**src/design/ebs_pkg.sv**
```systemverilog
// Constants for the external bus cycle phase sequencer.
// Assumes one phase time unit equals one core_clk period.
package ebs_pkg;

    // ****************************************************************
    // Per chip select timing configuration word layout
    // ****************************************************************
    localparam int CFG_W       = 17; // Width of one chip select word.
    localparam int AB_BASE_POS = 0;  // Address setup: 0 = 1 unit, 1 = 2 units.
    localparam int AB_EXT_POS  = 1;  // Extra setup units on window change, 2 bits.
    localparam int CMD_POS     = 3;  // Command delay units, 2 bits.
    localparam int WS_POS      = 5;  // Write setup or tristate units, 1 bit.
    localparam int ACC_POS     = 6;  // Access units minus one, 5 bits.
    localparam int HOLD_POS    = 11; // Hold units, 2 bits.
    localparam int RDY_EN_POS  = 13; // Ready handshake enable.
    localparam int RDY_POL_POS = 14; // Ready active level: 1 = high.
    localparam int RDY_ASY_POS = 15; // Ready asynchronous: adds a stage.
    localparam int MUX_POS     = 16; // Multiplexed bus mode.

    // ****************************************************************
    // Timing and reset values
    // ****************************************************************
    localparam int UNIT_CLKS = 1;     // Core clocks in one phase time unit.
    localparam int SYNC_STG  = 2;     // Flip-flops on every pin input.
    localparam logic [5:0] LEN_ONE  = 6'h01; // One unit.
    localparam logic [5:0] CNT_RST  = 6'h00; // Counter after reset.
    localparam logic [5:0] CNT_MAX  = 6'h3f; // Counter saturation.
    localparam logic [5:0] AB_MAX   = 6'h05; // Longest address setup.

    // Phases of one bus cycle, in bus order.
    typedef enum logic [2:0] {
        ST_IDLE = 3'h0,
        ST_AB   = 3'h1,
        ST_C    = 3'h2,
        ST_D    = 3'h3,
        ST_E    = 3'h4,
        ST_F    = 3'h5
    } ebs_phase_e;

endpackage

```
**src/design/ebs_sync.sv**
```systemverilog
// Multi-stage synchroniser for inputs arriving from the pins.
// Assumes the input is asynchronous to core_clk.
`timescale 1ns/1ps
module ebs_sync #(
    parameter int W   = 1, // Width of the bus being synchronised.
    parameter int STG = 2  // Number of flip-flop stages.
) (
    input  wire logic         core_clk, // Core clock.
    input  wire logic         resetn,   // Asynchronous reset, active low.
    input  wire logic [W-1:0] din,      // Raw pin value.
    output logic      [W-1:0] dout      // Synchronised value.
);
    // Stage chain; each stage feeds only the next one.
    logic [W-1:0] stg_q [STG];

    // Shifts the pin value through the stages.
    always_ff @(posedge core_clk or negedge resetn) begin
        if (!resetn) begin
            for (int i = 0; i < STG; i++) begin
                stg_q[i] <= '0;
            end
        end else begin
            stg_q[0] <= din;
            for (int i = 1; i < STG; i++) begin
                stg_q[i] <= stg_q[i-1];
            end
        end
    end

    assign dout = stg_q[STG-1];
endmodule // ebs_sync

```
**src/design/ebs_sequencer.sv**
```systemverilog
// External bus cycle phase sequencer: runs each bus cycle as up to five phases.
// Assumes requests come from core_clk logic; ready and read data are pins.
//
// Summary of operation
// - Up to five phases run in fixed order; zero-length ones are skipped.
// - Phase lengths come from selected chip select.
// - Address setup 1-2 units, plus 0-3 on change.
// - Command delay lasts 0 to 3 units.
// - Write setup or tristate lasts 0-1 unit.
// - Access lasts 1 to 32 units, ready extends.
// - Address and data held 0-3 units after.
// - System clock is driven out as reference.
// - Software chooses ready active polarity.
// - Asynchronous ready passes one extra stage.
// - Ready inactive waits, active ends the access phase.
`timescale 1ns/1ps
module ebs_sequencer
    import ebs_pkg::*;
#(
    parameter int NCS = 4,  // Number of chip selects.
    parameter int AW  = 24, // Address width.
    parameter int DW  = 16  // Data width.
) (
    input  wire logic                   core_clk,            // Core clock, 100 MHz.
    input  wire logic                   resetn,              // Asynchronous reset, active low.
    input  wire logic [NCS*CFG_W-1:0]   chip_select_timing_config, // One word per chip select.
    input  wire logic                   req_valid,           // Start a bus cycle.
    input  wire logic                   req_write,           // 1 = write cycle.
    input  wire logic [$clog2(NCS)-1:0] req_cs,              // Chip select of the cycle.
    input  wire logic [AW-1:0]          req_addr,            // Cycle address.
    input  wire logic [DW-1:0]          req_wdata,           // Write data.
    output logic                        req_ready,           // Idle, request may be taken.
    output logic                        done,                // One-cycle pulse at cycle end.
    output logic [DW-1:0]               rdata,               // Read data of last read.
    input  wire logic                   bus_ready_pin,       // Ready handshake pin.
    input  wire logic [DW-1:0]          bus_din,             // Data pins, input side.
    output logic [DW-1:0]               bus_dout,            // Data pins, output side.
    output logic                        bus_doe,             // Data pins drive enable.
    output logic [AW-1:0]               bus_addr,            // Address pins.
    output logic                        bus_cs_n,            // Chip select, active low.
    output logic                        bus_ale,             // Address latch enable.
    output logic                        bus_rd_n,            // Read command, active low.
    output logic                        bus_wr_n,            // Write command, active low.
    output logic                        clock_output_signal_hs_en, // High-speed clock driver on.
    output logic                        bus_reference_clock  // Reference clock out.
);

    // ****************************************************************
    // Declarations
    // ****************************************************************
    ebs_phase_e              st_q, st_d;          // Current phase.
    logic [5:0]              cnt_q, cnt_d;        // Units spent in the phase.
    logic [5:0]              len_ab_q, len_ab_d;  // Address setup length.
    logic [5:0]              len_c_q, len_c_d;    // Command delay length.
    logic [5:0]              len_d_q, len_d_d;    // Write setup length.
    logic [5:0]              len_e_q, len_e_d;    // Access length.
    logic [5:0]              len_f_q, len_f_d;    // Hold length.
    logic                    rdy_en_q, rdy_en_d;  // Ready handshake enabled.
    logic                    pol_q, pol_d;        // Ready active level.
    logic                    async_q, async_d;    // Ready asynchronous.
    logic                    mux_q, mux_d;        // Multiplexed mode.
    logic                    wr_q, wr_d;          // Cycle is a write.
    logic [AW-1:0]           addr_q, addr_d;      // Address held for the cycle.
    logic [DW-1:0]           wdata_q, wdata_d;    // Write data held for the cycle.
    logic [DW-1:0]           rdata_q, rdata_d;    // Captured read data.
    logic [$clog2(NCS)-1:0]  pcs_q, pcs_d;        // Chip select of previous cycle.
    logic                    first_q, first_d;    // No cycle run yet.
    logic                    done_q, done_d;      // End pulse.
    logic                    rdyq_q, rdyq_d;      // Request acceptance.
    logic                    cs_n_q, cs_n_d;      // Chip select out.
    logic                    ale_q, ale_d;        // Latch enable out.
    logic                    rd_n_q, rd_n_d;      // Read command out.
    logic                    wr_n_q, wr_n_d;      // Write command out.
    logic                    doe_q, doe_d;        // Data drive enable out.
    logic                    rdy_a_q;             // Extra ready stage.
    logic                    clk_en_q;            // Clock driver enable.
    logic                    rdy_s;               // Ready after two stages.
    logic                    rdy_act;             // Ready seen active.
    logic [DW-1:0]           din_s;               // Data pins after two stages.
    logic [CFG_W-1:0]        cfg_sel;             // Word of the requested chip select.
    logic [5:0]              cur_len;             // Length of the current phase.
    logic [5:0]              dw_q;                // Cycles in phase, for checks.

    // Returns the next phase, skipping phases of zero length.
    function automatic ebs_phase_e nxt(ebs_phase_e p, logic [5:0] c, logic [5:0] d, logic [5:0] f);
        ebs_phase_e r;
        r = ST_IDLE;
        case (p)
            ST_AB:   r = (c != CNT_RST) ? ST_C : ((d != CNT_RST) ? ST_D : ST_E);
            ST_C:    r = (d != CNT_RST) ? ST_D : ST_E;
            ST_D:    r = ST_E;
            ST_E:    r = (f != CNT_RST) ? ST_F : ST_IDLE;
            default: r = ST_IDLE;
        endcase
        return r;
    endfunction

    // ****************************************************************
    // Pin synchronisers
    // ****************************************************************
    ebs_sync #(.W(1), .STG(SYNC_STG)) u_rdy_sync (
        .core_clk (core_clk),
        .resetn   (resetn),
        .din      (bus_ready_pin),
        .dout     (rdy_s)
    );
    ebs_sync #(.W(DW), .STG(SYNC_STG)) u_din_sync (
        .core_clk (core_clk),
        .resetn   (resetn),
        .din      (bus_din),
        .dout     (din_s)
    );

    always_ff @(posedge core_clk or negedge resetn) begin
        if (!resetn) begin
            rdy_a_q <= 1'b0;
        end else begin
            rdy_a_q <= rdy_s;
        end
    end

    assign rdy_act = ((async_q ? rdy_a_q : rdy_s) == pol_q);
    assign cfg_sel = chip_select_timing_config[req_cs*CFG_W +: CFG_W];

    // Picks the programmed length of the running phase.
    always_comb begin
        case (st_q)
            ST_AB:   cur_len = len_ab_q;
            ST_C:    cur_len = len_c_q;
            ST_D:    cur_len = len_d_q;
            ST_E:    cur_len = len_e_q;
            ST_F:    cur_len = len_f_q;
            default: cur_len = LEN_ONE;
        endcase
    end

    // ****************************************************************
    // Phase sequencer
    // ****************************************************************
    // Computes the next phase, lengths and pin levels.
    always_comb begin
        st_d = st_q;
        cnt_d = (cnt_q == CNT_MAX) ? cnt_q : cnt_q + LEN_ONE;
        len_ab_d = len_ab_q; len_c_d = len_c_q; len_d_d = len_d_q;
        len_e_d = len_e_q; len_f_d = len_f_q;
        rdy_en_d = rdy_en_q; pol_d = pol_q; async_d = async_q; mux_d = mux_q;
        wr_d = wr_q; addr_d = addr_q; wdata_d = wdata_q; rdata_d = rdata_q;
        pcs_d = pcs_q; first_d = first_q; done_d = 1'b0;
        case (st_q)
            ST_IDLE: begin
                cnt_d = CNT_RST;
                if (req_valid) begin
                    st_d = ST_AB;
                    len_ab_d = {5'h00, cfg_sel[AB_BASE_POS]} + LEN_ONE +
                               (((req_cs != pcs_q) || first_q) ? {4'h0, cfg_sel[AB_EXT_POS +: 2]} : CNT_RST);
                    len_c_d = {4'h0, cfg_sel[CMD_POS +: 2]};
                    len_d_d = {5'h00, cfg_sel[WS_POS]};
                    len_e_d = {1'b0, cfg_sel[ACC_POS +: 5]} + LEN_ONE;
                    len_f_d = {4'h0, cfg_sel[HOLD_POS +: 2]};
                    rdy_en_d = cfg_sel[RDY_EN_POS];
                    pol_d = cfg_sel[RDY_POL_POS];
                    async_d = cfg_sel[RDY_ASY_POS];
                    mux_d = cfg_sel[MUX_POS];
                    wr_d = req_write;
                    addr_d = req_addr;
                    wdata_d = req_wdata;
                    pcs_d = req_cs;
                    first_d = 1'b0;
                end
            end
            default: begin
                if ((cnt_q >= cur_len - LEN_ONE) && ((st_q != ST_E) || !rdy_en_q || rdy_act)) begin
                    st_d = nxt(st_q, len_c_q, len_d_q, len_f_q);
                    cnt_d = CNT_RST;
                    done_d = (st_d == ST_IDLE);
                    if (st_q == ST_E && !wr_q) begin
                        rdata_d = din_s;
                    end
                end
            end
        endcase
        rdyq_d = (st_d == ST_IDLE);
        cs_n_d = (st_d == ST_IDLE);
        ale_d = (st_d == ST_AB);
        rd_n_d = !((st_d == ST_E) && !wr_d);
        wr_n_d = !((st_d == ST_E) && wr_d);
        doe_d = wr_d && ((st_d == ST_E) || (st_d == ST_F) || ((st_d == ST_D) && !mux_d));
    end

    // Registers the sequencer state.
    always_ff @(posedge core_clk or negedge resetn) begin
        if (!resetn) begin
            st_q <= ST_IDLE; cnt_q <= CNT_RST;
            len_ab_q <= LEN_ONE; len_c_q <= CNT_RST; len_d_q <= CNT_RST;
            len_e_q <= LEN_ONE; len_f_q <= CNT_RST;
            rdy_en_q <= 1'b0; pol_q <= 1'b1; async_q <= 1'b0; mux_q <= 1'b0;
            wr_q <= 1'b0; addr_q <= '0; wdata_q <= '0; rdata_q <= '0;
            pcs_q <= '0; first_q <= 1'b1; done_q <= 1'b0; rdyq_q <= 1'b1;
            cs_n_q <= 1'b1; ale_q <= 1'b0; rd_n_q <= 1'b1; wr_n_q <= 1'b1; doe_q <= 1'b0;
            clk_en_q <= 1'b0; dw_q <= CNT_RST;
        end else begin
            st_q <= st_d; cnt_q <= cnt_d;
            len_ab_q <= len_ab_d; len_c_q <= len_c_d; len_d_q <= len_d_d;
            len_e_q <= len_e_d; len_f_q <= len_f_d;
            rdy_en_q <= rdy_en_d; pol_q <= pol_d; async_q <= async_d; mux_q <= mux_d;
            wr_q <= wr_d; addr_q <= addr_d; wdata_q <= wdata_d; rdata_q <= rdata_d;
            pcs_q <= pcs_d; first_q <= first_d; done_q <= done_d; rdyq_q <= rdyq_d;
            cs_n_q <= cs_n_d; ale_q <= ale_d; rd_n_q <= rd_n_d; wr_n_q <= wr_n_d; doe_q <= doe_d;
            clk_en_q <= 1'b1;
            dw_q <= (st_d != st_q) ? CNT_RST : ((dw_q == CNT_MAX) ? dw_q : dw_q + LEN_ONE);
        end
    end

    assign req_ready = rdyq_q;
    assign done = done_q;
    assign rdata = rdata_q;
    assign bus_dout = wdata_q;
    assign bus_doe = doe_q;
    assign bus_addr = addr_q;
    assign bus_cs_n = cs_n_q;
    assign bus_ale = ale_q;
    assign bus_rd_n = rd_n_q;
    assign bus_wr_n = wr_n_q;
    assign clock_output_signal_hs_en = clk_en_q;
    assign bus_reference_clock = core_clk & clk_en_q;
endmodule // ebs_sequencer

```
**config.mk**
```make
export PLATFORM = sky130hd
export DESIGN_NAME = ebs_sequencer
export DESIGN_NICKNAME = d
export VERILOG_FILES = /design/src/design/ebs_pkg.sv /design/src/design/ebs_sync.sv /design/src/design/ebs_sequencer.sv
export SDC_FILE = /design/constraint.sdc
export NUM_CORES = 1
export LEC_CHECK = 0
export ABC_AREA = 1
export BUFFER_PORTS_ARGS = -buffer_cell sky130_fd_sc_hd__buf_2
export CAP_MARGIN = 10
export CORE_ASPECT_RATIO = 1.4
export CORE_MARGIN = 5
export CORE_UTILIZATION = 45
export DETAILED_ROUTE_END_ITERATION = 10
export HOLD_SLACK_MARGIN = 0.1
export PLACE_DENSITY = 0.73
export RECOVER_POWER = 100
export SYNTH_ARGS = -nofsm -noshare
export SYNTH_HDL_FRONTEND = slang
export SYNTH_SLANG_ARGS = --single-unit
```
**constraint.sdc**
```tcl
create_clock -name core_clk -period 3.5 [get_ports core_clk]
set_input_delay 0.7 -clock core_clk [delete_from_list [all_inputs] [get_ports core_clk]]
set_output_delay 0.7 -clock core_clk [all_outputs]
set_load 0.01 [all_outputs]
```
* After elaboration in Yosys (flattened, before gate mapping)
Index checks and enable logic that the tools add are counted.
** Cells by class
- Add/subtract/negate cells :: 5
- Reductions and logical operators :: 24
- Multipliers :: 1
- Bitwise gates (word level) :: 2
- $lt $le $gt $ge :: 1
- Equal/unequal tests :: 14
- Multiplexer cells :: 21
- Shift operators :: 1
** Operators by type and width (count)
- variable part select 68 x 8 -> 17 bit :: 1
- case mux 6 bit (5 select lines) :: 1
- two-way mux 3 bit :: 8
- two-way mux 6 bit :: 3
- equality test 3 bit, second input constant :: 4
- case mux 3 bit (4 select lines) :: 1
- nonzero test 6 bit :: 2
- equality test 3 x 2 -> 1 bit, second input constant :: 3
- logical NOT 3 bit :: 3
- multiplier 2 x 5 -> 7 bit, second input constant :: 1
- two-way mux 1 bit :: 7
- adder 5 x 1 -> 6 bit, second input constant :: 1
- adder 6 x 1 -> 6 bit, second input constant :: 1
- equality test 3 x 1 -> 1 bit, second input constant :: 2
- equality test 6 bit, second input constant :: 1
- >= comparator 6 bit :: 1
- logical AND 1 bit :: 6
- logical NOT 1 bit :: 6
- subtractor 6 x 1 -> 6 bit, second input constant :: 1
- logical OR 1 bit :: 5
- adder 2 x 2 -> 3 bit :: 1
- != test 3 x 1 -> 1 bit, second input constant :: 1
- != test 3 bit, second input constant :: 1
- AND reduction 3 bit :: 1
- 7 further kinds :: 7
** Word-level totals
- Output and inout bits :: 65
- Flip-flop bits (word level) :: 132
- Bits of input ports :: 131

* Logic depth before layout (Yosys ltp)
- Depth after elaboration :: 13
- Mapped depth :: 22

* Hierarchy
From an unflattened synthesis, not the netlist that was laid out.
** Unflattened totals
- Cell total of the unflattened synthesis :: 671
- Area, all modules :: 5774.3 um^2
** By module, submodules not included
- ebs_sequencer :: instances 1, cells each 621, area an instance 4803.4 um^2
- ebs_sync (u_din_sync) :: instances 1, cells each 48, area an instance 920.9 um^2
- ebs_sync (u_rdy_sync) :: instances 1, cells each 2, area an instance 50.0 um^2

==> metrics.md <==
| Metric | Value |
|---|---|
| Transition time of the tightest slew-check pin | `2.07 ns` |
| Post-synth net total | `between 700 and 800` |
| Clk network pwr share | `32.8%` |
| Final total negative setup slack | `0 ns` |
| Power per standard cell area | `874 mW/mm2` |
| Fraction of registers with async set or reset after synthesis | `100%` |
| Type of element launching the critical path | `register` |
| Data required, critical path | `3.93 ns` |
| Number of instances in the synthesized netlist | `656` |
| Critical Path Sink Type | `register` |
| Final period utilization | `88.5%` |
| Diode count | `0` |
| Internal Dissipation | `4.17 mW` |
| Vias in the first global route | `4923` |
| Synth-to-Final Area Change | `30.4%` |
| Maximum VDD drop | `0.412 mV` |
| Synth warn | `0` |
| Number of storage elements in the synthesis netlist | `129` |
| HPWL after detailed placement | `about 10000 um` |
| Maximum number of pins on one net before global-route repair | `93` |
| Min-delay worst type | `in2reg` |
| Width of the die | `105 um` |
| Worst endpoint data arrival time | `3.52 ns` |
| Sequential cell fraction of total power | `35.3%` |
| Core region area | `~0.012 mm2` |
| Unrepaired setup endpoints after global routing | `no` |
| Count of endpoints failing hold in the final timing report | `0` |
| Total overflow reported by the global router | `0` |
| Fmax | `323 MHz` |
| Run status | `finished with violations` |
| Number of max-slew violations in the final report | `38` |
| Number of design-rule violations left by the first detailed-router iteration | `200` |
| Post-Syn Area | `0.00567 mm2` |
| Post-route worst setup slack | `0.401 ns` |
| Gates resized, CTS repair | `0` |
| Number of rows in the core area | `48` |
| Failing checks | `max-capacitance violations, max-slew violations` |
| Hold-fix buffers at CTS | `0` |
| Total setup buffers inserted after CTS | `0` |
| Final layout net count | `994` |
| Tot Pwr | `around 6.5 mW` |
| CP Max Fanout | `9` |
| Count of distinct cell types in the synthesized netlist | `37` |
| CTS tree | `yes` |
| Antenna-violating nets left | `0` |
| Num ports | `196` |
| Initial core utilization | `45.8%` |
| Total global routing track utilization | `18.7%` |
| Gp weighted congestion | `0.843` |
| Clock-pin slew reported for the worst setup and hold paths after clock tree synthesis | `0.06 ns` |
| Prevailing post-synth register cell | `sky130_fd_sc_hd__dfrtp_1` |
| Global-route wire length before repair | `~22000 um` |
| Number of enable-type register cells in the synthesized netlist | `0` |
| Number of vias after detailed routing | `approximately 4800` |
| MaxCap Viol Count | `1` |
| Drt total wl | `13500 um` |
| Pre-CTS setup slack | `about 0.4 ns` |
| Portion of total power attributed to combinational logic | `a little under a third` |
| Mean instance size in the synthesized netlist | `approximately 8.6 um2` |
| Worst-skew pair later-pin latency | `~0.52 ns` |
| Switching share of power | `35.5%` |
| Final Setup Violations | `0` |
| Remaining DRCs | `0` |
| Maximum clock skew at final layout | `0.0100 ns` |
| Number of iterations in the first detailed-routing pass | `4` |
| Relative slew slack | `-37.7%` |
| Port Buffer Count | `195` |
| Standby leakage power | `about 3.9 nW` |
| Share of cells above drive strength 1 | `between 20% and 30%` |
| Average vias per placed instance | `4.77` |
| Type of the worst setup path | `reg2reg` |
| Total net switching power | `2.29 mW` |
| Routed length per instance | `13.3 um` |
| Overall die area | `0.0150 mm2` |
| Initial antenna violation count | `1` |
| Register area share after synthesis | `57.1%` |
| Min cycle time layout | `3.10 ns` |
| Height of the die | `143 um` |
per-stage QoR:
stage	hold WS, ns	cell area (um2)	std cells	utilization [%]
finish	0.285	7390	1015	59.7
global route	0.260	7390	1015	59.7
CTS	0.151	7480	1015	60.5
detailed placement	0.335	6750	980	54.6
global placement	0.331	6750	980	54.6
floorplan	0.331	5670	656	-
synthesized netlist by cell type (all sizes together), types with 5 or more instances:
master	count	area [um2]
a21oi	10	50.1
ha	11	138
nor2	50	220
o21ai	60	304
dfstp	7	184
o22ai	14	87.6
dfrtp	122	3050
nor3	5	30.0
nand3	23	128
buf	21	120
nand2	243	935
clkbuf	7	26.3
inv	62	233
worst paths after layout:
| check | end | slack [ns] | cells past startpoint | start |
|---|---|---|---|---|
| min reg2reg | u_din_sync.dout[10]$_DFF_PN0_ | 0.34 | 0 | u_din_sync.stg_q[26]$_DFF_PN0_ |
| min in group asynchronous | rdata[3]$_DFFE_PN0P_ | 0.77 | 1 | resetn |
| min | u_din_sync.stg_q[28]$_DFF_PN0_ | 0.29 | 1 | bus_din[12] |
| max | bus_rd_n$_DFF_PN1_ | 0.40 | 18 | st_q[0]$_DFF_PN0_ |
| max in group asynchronous | len_e_q[3]$_DFFE_PN0P_ | 1.44 | 2 | resetn |
| max reg2reg | bus_rd_n$_DFF_PN1_ | 0.40 | 18 | st_q[0]$_DFF_PN0_ |
power by group through the flow:
stage	sequential, mW	clock (mW)	combinational [mW]
floorplan	2.39	0.00853	1.33
global placement	2.29	0.0135	2.11
detailed placement	2.28	0.0135	2.18
CTS	2.27	2.16	2.19
global route	2.34	2.24	2.39
finish	2.28	2.11	2.06
cells by family (layout without fill, tap and decap cells):
| family | count (synthesis) | count (layout) | share of synthesized area (%) |
|---|---|---|---|
| buffers and inverters | 90 | 299 | 6.69 |
| AND/OR/NAND/NOR | 328 | 328 | 24.0 |
| other | 1 | 1 | 0.0662 |
| adder cells (fa/ha/maj) | 11 | 11 | 2.43 |
| AO/OA/AOI/OAI | 91 | 91 | 8.79 |
| flip-flops | 129 | 129 | 57.1 |
| XOR/XNOR | 6 | 6 | 0.928 |
routing by layer:
layer	share of wire, %	GRT usage (%)	vias up
li1	-	-	2454
met1	41	22.2	2212
met2	51	30.5	140
met3	5.1	5.56	37
met4	3.3	10.4	2
met5	0.052	0	-
layout by cell type, fill, tap and decap left out, types with 3 or more instances in the layout:
cell	instances
sky130_fd_sc_hd__nand4_1	3
sky130_fd_sc_hd__nand3_1	22
sky130_fd_sc_hd__ha_1	11
sky130_fd_sc_hd__xor2_1	4
sky130_fd_sc_hd__nor2_4	3
sky130_fd_sc_hd__a21oi_1	10
sky130_fd_sc_hd__inv_1	60
sky130_fd_sc_hd__clkbuf_16	20
sky130_fd_sc_hd__buf_2	128
sky130_fd_sc_hd__inv_6	3
sky130_fd_sc_hd__nor2_2	3
sky130_fd_sc_hd__nor3_1	4
sky130_fd_sc_hd__o22ai_1	14
sky130_fd_sc_hd__dfrtp_1	122
sky130_fd_sc_hd__bufinv_16	5
sky130_fd_sc_hd__buf_4	5
sky130_fd_sc_hd__o21ai_0	58
sky130_fd_sc_hd__nand2_1	239
sky130_fd_sc_hd__dfstp_2	7
sky130_fd_sc_hd__clkbuf_1	67
sky130_fd_sc_hd__nor2_1	44
cell type report:
cell class / count / area, um2
Clock buffer: 21 / 504
Clock inverter: 16 / 234
Fill cell: 1123 / 4980
Inverter: 61 / 229
Multi-Input combinational cell: 437 / 2040
Sequential cell: 129 / 3240
Tap cell: 150 / 188
Timing Repair Buffer: 201 / 951
worst max-delay path, cell delays in order, from the launching register on:
cell	delay, ns
sky130_fd_sc_hd__dfrtp_1	0.53
sky130_fd_sc_hd__nor2_4	0.08
sky130_fd_sc_hd__inv_2	0.07
sky130_fd_sc_hd__nor2_1	0.06
sky130_fd_sc_hd__a21oi_1	0.12
sky130_fd_sc_hd__nand3_1	0.08
sky130_fd_sc_hd__nor2_1	0.22
sky130_fd_sc_hd__ha_1	0.23
sky130_fd_sc_hd__nor3b_1	0.23
sky130_fd_sc_hd__xnor2_1	0.15
sky130_fd_sc_hd__ha_1	0.24
sky130_fd_sc_hd__nand2_1	0.08
sky130_fd_sc_hd__inv_1	0.04
sky130_fd_sc_hd__a21oi_1	0.13
sky130_fd_sc_hd__nand2_1	0.17
sky130_fd_sc_hd__nand3_1	0.15
sky130_fd_sc_hd__nand3_1	0.17
sky130_fd_sc_hd__nor3_2	0.20
sky130_fd_sc_hd__nand2_1	0.07
state kept, by name, indices dropped and copies added (netlist names), 2 cells and up:
| register | flops |
|---|---|
| u_din_sync.stg_q | 16 |
| len_c_q | 2 |
| len_f_q | 2 |
| pcs_q | 2 |
| bus_dout | 16 |
| bus_addr | 24 |
| rdata | 16 |
| len_e_q | 6 |
| len_ab_q | 3 |
| st_q | 3 |
| cnt_q | 6 |
| u_din_sync.dout | 16 |
No activity file was read; power rests on OpenSTA's default activity.
